<file path="config.mk">
export PLATFORM = sky130hd
export DESIGN_NAME = pgm_mask_bank
export DESIGN_NICKNAME = d
export VERILOG_FILES = /design/src/pgm_pkg.sv /design/src/pgm_mask_bank.sv
export SDC_FILE = /design/constraint.sdc
export NUM_CORES = 1
export LEC_CHECK = 0
export ABC_CLOCK_PERIOD_IN_PS = 2300
export BUFFER_PORTS_ARGS = -buffer_cell sky130_fd_sc_hd__buf_2
export CORE_MARGIN = 3
export CORE_UTILIZATION = 40
export CTS_CLUSTER_DIAMETER = 150
export DETAILED_ROUTE_END_ITERATION = 10
export PLACE_DENSITY = 0.73
export SETUP_SLACK_MARGIN = 0.5
export SLEW_MARGIN = 5
export SYNTH_ARGS = -nofsm -noshare
export SYNTH_HDL_FRONTEND = slang
export SYNTH_SLANG_ARGS = --single-unit
export TNS_END_PERCENT = 1
</file>
<file path="constraint.sdc">
create_clock -name aclk -period 2.3 [get_ports aclk]
set_input_delay 0.345 -clock aclk [delete_from_list [all_inputs] [get_ports aclk]]
set_output_delay 0.345 -clock aclk [all_outputs]
set_load 0.05 [all_outputs]
</file>
<file path="src/pgm_pkg.sv">
// constants for the power-good tree mask bank
package pgm_pkg;

  // ********************************
  // bus geometry
  // ********************************
  localparam int unsigned ADDR_WIDTH = 12;
  localparam int unsigned DATA_WIDTH = 32;
  localparam int unsigned MASK_WIDTH = 8;

  // ********************************
  // register indices, byte address is four times the index
  // ********************************
  localparam logic [7:0] IDX_SECOND_OUTPUT_RAIL_MASK_A = 8'hA8;
  localparam logic [7:0] IDX_SECOND_OUTPUT_PIN_MASK_B  = 8'hA9;
  localparam logic [7:0] IDX_THIRD_OUTPUT_RAIL_MASK_A  = 8'hAA;
  localparam logic [7:0] IDX_THIRD_OUTPUT_PIN_MASK_B   = 8'hAB;

  // ********************************
  // rail mask field positions
  // ********************************
  localparam int unsigned BIT_SECOND_REGULATOR = 7;
  localparam int unsigned BIT_GROUP_A_SWITCH   = 6;
  localparam int unsigned BIT_STEP_DOWN_HIGH   = 5;
  localparam int unsigned BIT_STEP_DOWN_LOW    = 0;

  // ********************************
  // pin mask field positions
  // ********************************
  localparam int unsigned BIT_CONTROL_FIVE     = 7;
  localparam int unsigned BIT_CONTROL_FOUR     = 6;
  localparam int unsigned BIT_CONTROL_TWO      = 5;
  localparam int unsigned BIT_CONTROL_ONE      = 4;
  localparam int unsigned BIT_TERMINATION      = 3;
  localparam int unsigned BIT_SHARED           = 2;
  localparam int unsigned BIT_GROUP_B_ONE      = 1;
  localparam int unsigned BIT_THIRD_REGULATOR  = 0;

  // ********************************
  // sync depth, reset and response values
  // ********************************
  localparam int unsigned SYNC_STAGES          = 2;
  localparam logic [1:0]  RESP_OKAY            = 2'h0;
  localparam logic [1:0]  RESP_DECERR          = 2'h3;
  localparam logic [DATA_WIDTH-1:0] RDATA_RESET = 32'h0000_0000;

endpackage : pgm_pkg

</file>
<file path="src/pgm_mask_bank.sv">
// power-good tree mask bank for the second and third good outputs
//
// Implementation choice: the AXI4-Lite register port.
`timescale 1ns/1ps
// ********************************
// What this block does
// [RQ1] output good only when every unmasked source good
// [RQ2] bit 7 masks second adjustable regulator
// [RQ3] bit 6 masks group A switch one
// [RQ4] bits 5..0 mask step-down rails six..one
// [RQ5] second output pin mask at A9h, eight bits
// [RQ6] bits 7..4 mask control inputs 5,4,2,1
// [RQ7] bit 3 masks memory termination regulator
// [RQ8] bit 2 masks shared otp-selected good signal
// [RQ9] bit 1 masks group B switch one
// [RQ10] bit 0 masks third adjustable regulator
// [RQ11] third output rail mask at AAh
// [RQ12] third rail mask uses same bit layout
// [RQ13] third output pin mask at ABh
// [RQ14] second output rail mask at A8h
// [RQ15] masks reset to otp defaults, writes override
// ********************************
module pgm_mask_bank
  import pgm_pkg::*;
(
  input  wire logic                    aclk,
  input  wire logic                    aresetn,
  input  wire logic [ADDR_WIDTH-1:0]   s_axi_awaddr,
  input  wire logic                    s_axi_awvalid,
  output logic                         s_axi_awready,
  input  wire logic [DATA_WIDTH-1:0]   s_axi_wdata,
  input  wire logic [3:0]              s_axi_wstrb,
  input  wire logic                    s_axi_wvalid,
  output logic                         s_axi_wready,
  output logic [1:0]                   s_axi_bresp,
  output logic                         s_axi_bvalid,
  input  wire logic                    s_axi_bready,
  input  wire logic [ADDR_WIDTH-1:0]   s_axi_araddr,
  input  wire logic                    s_axi_arvalid,
  output logic                         s_axi_arready,
  output logic [DATA_WIDTH-1:0]        s_axi_rdata,
  output logic [1:0]                   s_axi_rresp,
  output logic                         s_axi_rvalid,
  input  wire logic                    s_axi_rready,
  input  wire logic [MASK_WIDTH-1:0]   otp_second_rail_mask,
  input  wire logic [MASK_WIDTH-1:0]   otp_second_pin_mask,
  input  wire logic [MASK_WIDTH-1:0]   otp_third_rail_mask,
  input  wire logic [MASK_WIDTH-1:0]   otp_third_pin_mask,
  input  wire logic                    otp_shared_from_regulator,
  input  wire logic [5:0]              step_down_rail_good,
  input  wire logic                    first_adjustable_regulator_good,
  input  wire logic                    second_adjustable_regulator_good,
  input  wire logic                    third_adjustable_regulator_good,
  input  wire logic                    group_a_switch_one_good,
  input  wire logic                    group_b_switch_one_good,
  input  wire logic                    group_b_switch_two_good,
  input  wire logic                    memory_termination_regulator_good,
  input  wire logic                    control_input_one,
  input  wire logic                    control_input_two,
  input  wire logic                    control_input_four,
  input  wire logic                    control_input_five,
  output logic                         second_good_output,
  output logic                         third_good_output
);

  // ********************************
  // helper functions
  // ********************************
  // a set mask bit forces its source to count as good
  function automatic logic tree_good(input logic [MASK_WIDTH-1:0] src,
                                     input logic [MASK_WIDTH-1:0] mask);
    tree_good = &(src | mask);
  endfunction : tree_good

  // returns {hit, select}; upper address bits must be zero
  function automatic logic [2:0] decode(input logic [ADDR_WIDTH-1:0] addr);
    logic [7:0] idx;
    idx = addr[9:2];
    decode = 3'h0;
    if (addr[ADDR_WIDTH-1:10] == '0) begin
      unique case (idx)
        IDX_SECOND_OUTPUT_RAIL_MASK_A: decode = 3'h4;
        IDX_SECOND_OUTPUT_PIN_MASK_B:  decode = 3'h5;
        IDX_THIRD_OUTPUT_RAIL_MASK_A:  decode = 3'h6;
        IDX_THIRD_OUTPUT_PIN_MASK_B:   decode = 3'h7;
        default:                       decode = 3'h0;
      endcase
    end
  endfunction : decode

  // ********************************
  // source synchronisers
  // ********************************
  logic [13:0] src_raw;
  logic [13:0] sync1_reg;
  logic [13:0] sync2_reg;
  logic [13:0] sync1_next;
  logic [13:0] sync2_next;
  logic [MASK_WIDTH-1:0] rail_src;
  logic [MASK_WIDTH-1:0] pin_src;
  logic                  shared_good;

  assign src_raw = {control_input_five, control_input_four, control_input_two,
                    control_input_one, memory_termination_regulator_good,
                    group_b_switch_two_good, first_adjustable_regulator_good,
                    group_b_switch_one_good, third_adjustable_regulator_good,
                    second_adjustable_regulator_good, group_a_switch_one_good,
                    step_down_rail_good[5:3]};

  always_comb begin
    sync1_next = src_raw;
    sync2_next = sync1_reg;
  end

  always_ff @(posedge aclk) begin
    sync1_reg <= sync1_next;
    sync2_reg <= sync2_next;
  end

  logic [2:0] low_rail1_reg;
  logic [2:0] low_rail2_reg;
  logic [2:0] low_rail1_next;
  logic [2:0] low_rail2_next;

  always_comb begin
    low_rail1_next = step_down_rail_good[2:0];
    low_rail2_next = low_rail1_reg;
  end

  always_ff @(posedge aclk) begin
    low_rail1_reg <= low_rail1_next;
    low_rail2_reg <= low_rail2_next;
  end

  // [RQ8] shared source select
  assign shared_good = otp_shared_from_regulator ? sync2_reg[7] : sync2_reg[8];

  // [RQ2] [RQ3] [RQ4] rail source order
  assign rail_src = {sync2_reg[4], sync2_reg[3], sync2_reg[2:0], low_rail2_reg};

  // [RQ6] [RQ7] [RQ9] [RQ10] pin source order
  assign pin_src = {sync2_reg[13], sync2_reg[12], sync2_reg[11], sync2_reg[10],
                    sync2_reg[9], shared_good, sync2_reg[6], sync2_reg[5]};

  // ********************************
  // write channel
  // ********************************
  logic                  awready_reg, awready_next;
  logic                  wready_reg, wready_next;
  logic                  aw_held_reg, aw_held_next;
  logic                  w_held_reg, w_held_next;
  logic [ADDR_WIDTH-1:0] aw_addr_reg, aw_addr_next;
  logic [MASK_WIDTH-1:0] w_data_reg, w_data_next;
  logic                  w_strb_reg, w_strb_next;
  logic                  bvalid_reg, bvalid_next;
  logic [1:0]            bresp_reg, bresp_next;
  logic [MASK_WIDTH-1:0] mask_reg [4];
  logic [MASK_WIDTH-1:0] mask_next [4];
  logic [2:0]            wr_dec;
  logic                  commit;

  assign wr_dec = decode(aw_addr_reg);
  // only one response outstanding; a held pair waits for bready
  assign commit = aw_held_reg & w_held_reg & ~bvalid_reg;

  always_comb begin
    aw_held_next = aw_held_reg;
    aw_addr_next = aw_addr_reg;
    w_held_next  = w_held_reg;
    w_data_next  = w_data_reg;
    w_strb_next  = w_strb_reg;
    bvalid_next  = bvalid_reg;
    bresp_next   = bresp_reg;
    for (int i = 0; i < 4; i++) begin
      mask_next[i] = mask_reg[i];
    end
    if (s_axi_awvalid & awready_reg) begin
      aw_held_next = 1'b1;
      aw_addr_next = s_axi_awaddr;
    end
    if (s_axi_wvalid & wready_reg) begin
      w_held_next = 1'b1;
      w_data_next = s_axi_wdata[MASK_WIDTH-1:0];
      w_strb_next = s_axi_wstrb[0];
    end
    if (s_axi_bready & bvalid_reg) begin
      bvalid_next = 1'b0;
    end
    if (commit) begin
      aw_held_next = 1'b0;
      w_held_next  = 1'b0;
      bvalid_next  = 1'b1;
      bresp_next   = wr_dec[2] ? RESP_OKAY : RESP_DECERR;
      // [RQ5] [RQ11] [RQ13] [RQ14] mapped write
      // [RQ15] write overrides default
      if (wr_dec[2] & w_strb_reg) begin
        mask_next[wr_dec[1:0]] = w_data_reg;
      end
    end
    awready_next = ~aw_held_next;
    wready_next  = ~w_held_next;
  end

  always_ff @(posedge aclk) begin
    if (!aresetn) begin
      awready_reg <= 1'b0;
      wready_reg  <= 1'b0;
      aw_held_reg <= 1'b0;
      w_held_reg  <= 1'b0;
      aw_addr_reg <= '0;
      w_data_reg  <= '0;
      w_strb_reg  <= 1'b0;
      bvalid_reg  <= 1'b0;
      bresp_reg   <= RESP_OKAY;
      // [RQ15] otp defaults at reset
      mask_reg[0] <= otp_second_rail_mask;
      mask_reg[1] <= otp_second_pin_mask;
      mask_reg[2] <= otp_third_rail_mask;
      mask_reg[3] <= otp_third_pin_mask;
    end else begin
      awready_reg <= awready_next;
      wready_reg  <= wready_next;
      aw_held_reg <= aw_held_next;
      w_held_reg  <= w_held_next;
      aw_addr_reg <= aw_addr_next;
      w_data_reg  <= w_data_next;
      w_strb_reg  <= w_strb_next;
      bvalid_reg  <= bvalid_next;
      bresp_reg   <= bresp_next;
      for (int i = 0; i < 4; i++) begin
        mask_reg[i] <= mask_next[i];
      end
    end
  end

  // ********************************
  // read channel
  // ********************************
  logic                  arready_reg, arready_next;
  logic                  rvalid_reg, rvalid_next;
  logic [DATA_WIDTH-1:0] rdata_reg, rdata_next;
  logic [1:0]            rresp_reg, rresp_next;
  logic [2:0]            rd_dec;

  assign rd_dec = decode(s_axi_araddr);

  always_comb begin
    arready_next = arready_reg;
    rvalid_next  = rvalid_reg;
    rdata_next   = rdata_reg;
    rresp_next   = rresp_reg;
    if (s_axi_arvalid & arready_reg) begin
      arready_next = 1'b0;
      rvalid_next  = 1'b1;
      rresp_next   = rd_dec[2] ? RESP_OKAY : RESP_DECERR;
      rdata_next   = RDATA_RESET;
      if (rd_dec[2]) begin
        rdata_next[MASK_WIDTH-1:0] = mask_reg[rd_dec[1:0]];
      end
    end else if (rvalid_reg & s_axi_rready) begin
      rvalid_next  = 1'b0;
      arready_next = 1'b1;
    end else if (!rvalid_reg) begin
      arready_next = 1'b1;
    end
  end

  always_ff @(posedge aclk) begin
    if (!aresetn) begin
      arready_reg <= 1'b0;
      rvalid_reg  <= 1'b0;
      rdata_reg   <= RDATA_RESET;
      rresp_reg   <= RESP_OKAY;
    end else begin
      arready_reg <= arready_next;
      rvalid_reg  <= rvalid_next;
      rdata_reg   <= rdata_next;
      rresp_reg   <= rresp_next;
    end
  end

  // ********************************
  // power-good trees
  // ********************************
  logic second_good_reg, second_good_next;
  logic third_good_reg, third_good_next;

  always_comb begin
    // [RQ1] second output tree
    second_good_next = tree_good(rail_src, mask_reg[0]) & tree_good(pin_src, mask_reg[1]);
    // [RQ12] [RQ13] third output tree, same layout
    third_good_next  = tree_good(rail_src, mask_reg[2]) & tree_good(pin_src, mask_reg[3]);
  end

  // outputs hold not-good through reset so no false good escapes
  always_ff @(posedge aclk) begin
    if (!aresetn) begin
      second_good_reg <= 1'b0;
      third_good_reg  <= 1'b0;
    end else begin
      second_good_reg <= second_good_next;
      third_good_reg  <= third_good_next;
    end
  end

  assign s_axi_awready      = awready_reg;
  assign s_axi_wready       = wready_reg;
  assign s_axi_bvalid       = bvalid_reg;
  assign s_axi_bresp        = bresp_reg;
  assign s_axi_arready      = arready_reg;
  assign s_axi_rvalid       = rvalid_reg;
  assign s_axi_rdata        = rdata_reg;
  assign s_axi_rresp        = rresp_reg;
  assign second_good_output = second_good_reg;
  assign third_good_output  = third_good_reg;

endmodule : pgm_mask_bank

</file>
======== Word-level counts from Yosys, hierarchy flattened ========
Memories as Yosys holds them, arrays and structs flattened.
Index checks and enable logic that the tools add are counted.
Widths: inputs -> output; s select.
storage, ports and cells
  bits in writable memories ............... 32
  bits in registers ....................... 76
  memories kept ........................... 1
memories
  name      words  width  rd ports  clocked after Yosys merged registers in  wr ports  RTL line              RTL
  mask_reg  4      8      5         0                                        4         pgm_mask_bank.sv:157  logic [MASK_WIDTH-1:0] mask_reg [4];
operators by class
  mux-type cells .......................... 29
  $lt $le $gt $ge ......................... 2
  eq/ne operators ......................... 9
  reduce and logical (&&, ||, !) cells .... 10
  bitwise gates (word level) .............. 23
operator list
  kind                count
  $eq 8x8->1 const B  8
  $mux 32             2
  $mux 8              6
  $bwmux 32           1
  $or 8x8->8          4
  $reduce_and 8->1    4
  $pmux 3 s4          2
  $demux 8 s2         1
  $mux 1              13
  $and 1x1->1         10
  $mux 3              2
  $logic_not 2->1     2
  $mux 2              2
  $not 1->1           4
  $or 1x1->1          4
  $reduce_bool 2->1   2
  $ge 3x3->1 const B  1
  $lt 3x1->1 const B  1
  $not 2->3           1
  $ne 2x1->1 const B  1
  $reduce_or 2->1     1
  $logic_and 1x1->1   1

======== Logic depth before layout (Yosys ltp) ========
  depth in word-level cells ............... 12
  mapped depth ............................ 4

======== Worst setup path after synthesis ========
Ideal clock, no wire load.
  path type ............................... reg-to-reg
  from .................................... reg, netlist name s_axi_bvalid
  to ...................................... mem mask_reg[0][0], enable pin
  cell stages (with the launch flop) ...... 5
  path buffers ............................ 1
  arrival time ............................ 1813 ps
  setup time .............................. 387 ps
  setup slack ............................. 100 ps
  cells stage by stage .................... dfxtp_1 -> and3b_1 -> clkbuf_1 -> nand4_1 -> o31ai_1
RTL lines
  what              RTL line
  end: declaration  pgm_mask_bank.sv:157

==> reports/results.tsv <==
stage	metric	value	unit
pwr	VDD IR-drop max	0.327	mV
cts	Sink Count	104	
layout	total area of sequential cells	2400	um2
route	initial drt markers	155	
setup_path	Critical Path AT	1760	ps
setup_path	CP required	2380	ps
floorplanning	die area	11400	um2
placement	Area after DPL	4630	um2
floorplanning	core area	9820	um2
setup_path	WP buf/inv	2	
setup_path	Top Family by Delay on Critical Path	simple AND/OR/NAND/NOR gates	
floorplanning	I/O Pins	160	
sta	setup tns final	0	ps
sta	max frequency	598	MHz
cts	H-tree depth	3	
cts	clk_lat worst skew	360	ps
sta	max_slew headroom	0.581	
sta	Final Cycle Share	0.727	
layout	Layout Nets	592	
sta	RSZ-0062 raised after global routing	no	
synthesis	most used flip-flop cell after synthesis	dfxtp_1	
route	vias per inst	4.85	
grt	Remaining Overflow, GRT	0	
grt	total track usage	0.159	
floorplanning	Rows	36	
route	DRT Wirelength	9150	um
sta	Clock Skew	9.82	ps
sta	crit path time final	1670	ps
layout	area of the multi-input gates	1380	um2
grt	met1 Use GR	0.187	
setup_path	kind of critical path	reg -> reg	
placement	Placed Cells	595	
grt	met3 GRT Util	0.0446	
layout	layout cells sized above 1	0.302	
synthesis	ys async rst share	0	
cts	CTS tree	yes	
job	max_cap viols	0	
setup_path	CP Max Fanout	8	
setup_path	CP cell instances	and3b_1 > nand4_1 > buf_4 > o31ai_4 > buf_12	
synthesis	Seq cells post-synth	104	
pwr	Power Density	737	nW/um2
sta	worst setup margin	628	ps
route	DRT Pass-1 Iters	5	
setup_path	max incr delay on CP	340	ps
synthesis	Syn Std Cell Area	4050	um2
placement	port bufs	104	
sta	endpoints failing setup	0	
floorplanning	Initial Utilization	0.412	
grt	initial antenna violation count	0	
route	post-route DRC violation count	0	
grt	vias in the first global route	2890	
setup_path	CP Capture Type	register	
cts	Root Buffer	clkbuf_8	
synthesis	Mean Syn Cell Area	10.8	um2
route	drt wl/cell	14.9	um
layout	number of diodes	0	
cts	clk buf depth	2	
sta	hold slack	79.0	ps
floorplanning	die height	107	um
layout	Area Growth Syn to Fin	20.7	%
status	status	finished clean	
route	Antenna Nets Post-Route	0	
placement	post-DP HPWL	7090	um
sta	fin. max-slew vios	0	
min_path	hold crit path type	in -> reg	
placement	Placer Congestion	0.945	
grt	first-pass GRT wire length	13800	um
synthesis	Synth warnings	0	
synthesis	Cells after Synth	374	
synthesis	Synth cell types	37	
floorplanning	die width	107	um
setup_path	slowest CP cell	dfxtp_2	
grt	largest net degree at the start of global routing	74	
setup_path	r2r setup slk	630	ps
cts	CTS buffer count	9	
synthesis	number of synthesized flops with an enable pin	32	
layout	post-route cell area	4890	um2
sta	worst slew pin tran	626	ps
cts	Clock transition at path regs	100	ps
layout	fin cells	613	
pwr	Leak	0.00217	uW
placement	Post-Place Worst Slack	287	ps
setup_path	Critical Path Start Type	register	
layout	number of flip-flops in the largest register	32	
synthesis	post-synthesis sequential area ratio	0.593	
sta	endpoints failing hold	0	
grt	GRT busiest layer	met2	
layout	fillers	895	
route	vias	2972	
grt	met2 GRT Util	0.280	
worst paths after layout:
| kind | from | to | cells after the start |
|---|---|---|---|
| hold reg to reg | low_rail1_reg[2]$_DFF_P_ | low_rail2_reg[2]$_DFF_P_ | 0 |
| setup reg to reg | s_axi_bvalid$_SDFFE_PN0P_ | mask_reg[0][5]$_DFFE_PP_ | 5 |
| hold / removal | step_down_rail_good[5] | sync1_reg[2]$_DFF_P_ | 1 |
| setup / recovery | s_axi_bvalid$_SDFFE_PN0P_ | mask_reg[0][5]$_DFFE_PP_ | 5 |
where the power goes:
part	internal [uW]	switching, uW
registers	1990	63.0
logic	156	262
clock network	507	624
cells in the mapped netlist (2+ instances only):
| master | instances | area, um2 |
|---|---|---|
| dfxtp_1 | 72 | 1440 |
| nand2_1 | 59 | 221 |
| o22ai_1 | 42 | 263 |
| inv_1 | 40 | 150 |
| edfxtp_1 | 32 | 961 |
| buf_4 | 26 | 195 |
| a21boi_0 | 21 | 158 |
| o21ai_0 | 13 | 65.1 |
| clkbuf_1 | 12 | 45.0 |
| mux4_2 | 8 | 180 |
| nor2_1 | 7 | 26.3 |
| nand2b_1 | 4 | 25.0 |
| o21a_1 | 4 | 30.0 |
| buf_2 | 3 | 15.0 |
| and2_1 | 2 | 12.5 |
| nand3_1 | 2 | 10.0 |
| nand4b_2 | 2 | 30.0 |
| nor4_1 | 2 | 12.5 |
| nor4bb_1 | 2 | 20.0 |
| o211a_1 | 2 | 20.0 |
| o221ai_1 | 2 | 17.5 |
| o22a_1 | 2 | 17.5 |
timing repair:
action	CTS	global route
buffers inserted	2	0
endpoints found under the setup margin	32	13
hold buffers	0	0
pin swaps	2	0
resized for setup	3	1
per-layer routing:
layer,vias up,routed length (um)
li1,1460,-
met1,1350,3640
met2,148,4550
met3,14,822
met4,0,146
met5,-,0
layout make-up:
| type | count | share of cell area |
|---|---|---|
| repair buffers | 109 | 0.119 |
| flip-flops and latches | 104 | 0.492 |
| clock inverters | 5 | 0.00921 |
| clock buffers | 11 | 0.0333 |
| inverters | 40 | 0.0307 |
| well taps | 133 | 0.0340 |
| multi-input cells | 211 | 0.282 |
cells by family (layout without fill, tap and decap cells):
| group | after synthesis | after routing | share of synthesized area |
|---|---|---|---|
| other | 1 | 24 | 0.000926 |
| AOI/OAI and AO/OA | 90 | 90 | 0.149 |
| muxes | 9 | 9 | 0.0473 |
| and+or+nand+nor | 88 | 88 | 0.108 |
| DFF | 104 | 104 | 0.593 |
| buffers and inverters | 82 | 165 | 0.101 |
placed cells by master (no fill, tap or decap), types with 10 or more instances in the layout:
| cell | Yosys | final |
|---|---|---|
| a21boi_0 | 21 | 21 |
| conb_1 | 1 | 24 |
| clkbuf_8 | 0 | 10 |
| buf_2 | 3 | 104 |
| edfxtp_1 | 32 | 32 |
| inv_1 | 40 | 40 |
| o21ai_0 | 13 | 10 |
| o22ai_1 | 42 | 42 |
| dfxtp_1 | 72 | 70 |
| nand2_1 | 59 | 59 |
metrics by stage:
stage,power (uW),utilization
6_report,3600,0.498
5_1_grt,3750,0.498
4_1_cts,3630,0.497
3_5_place_dp,2510,0.471
3_3_place_gp,2500,0.471
2_1_floorplan,2390,-
Note: power is estimated with default switching activity, not from simulation.
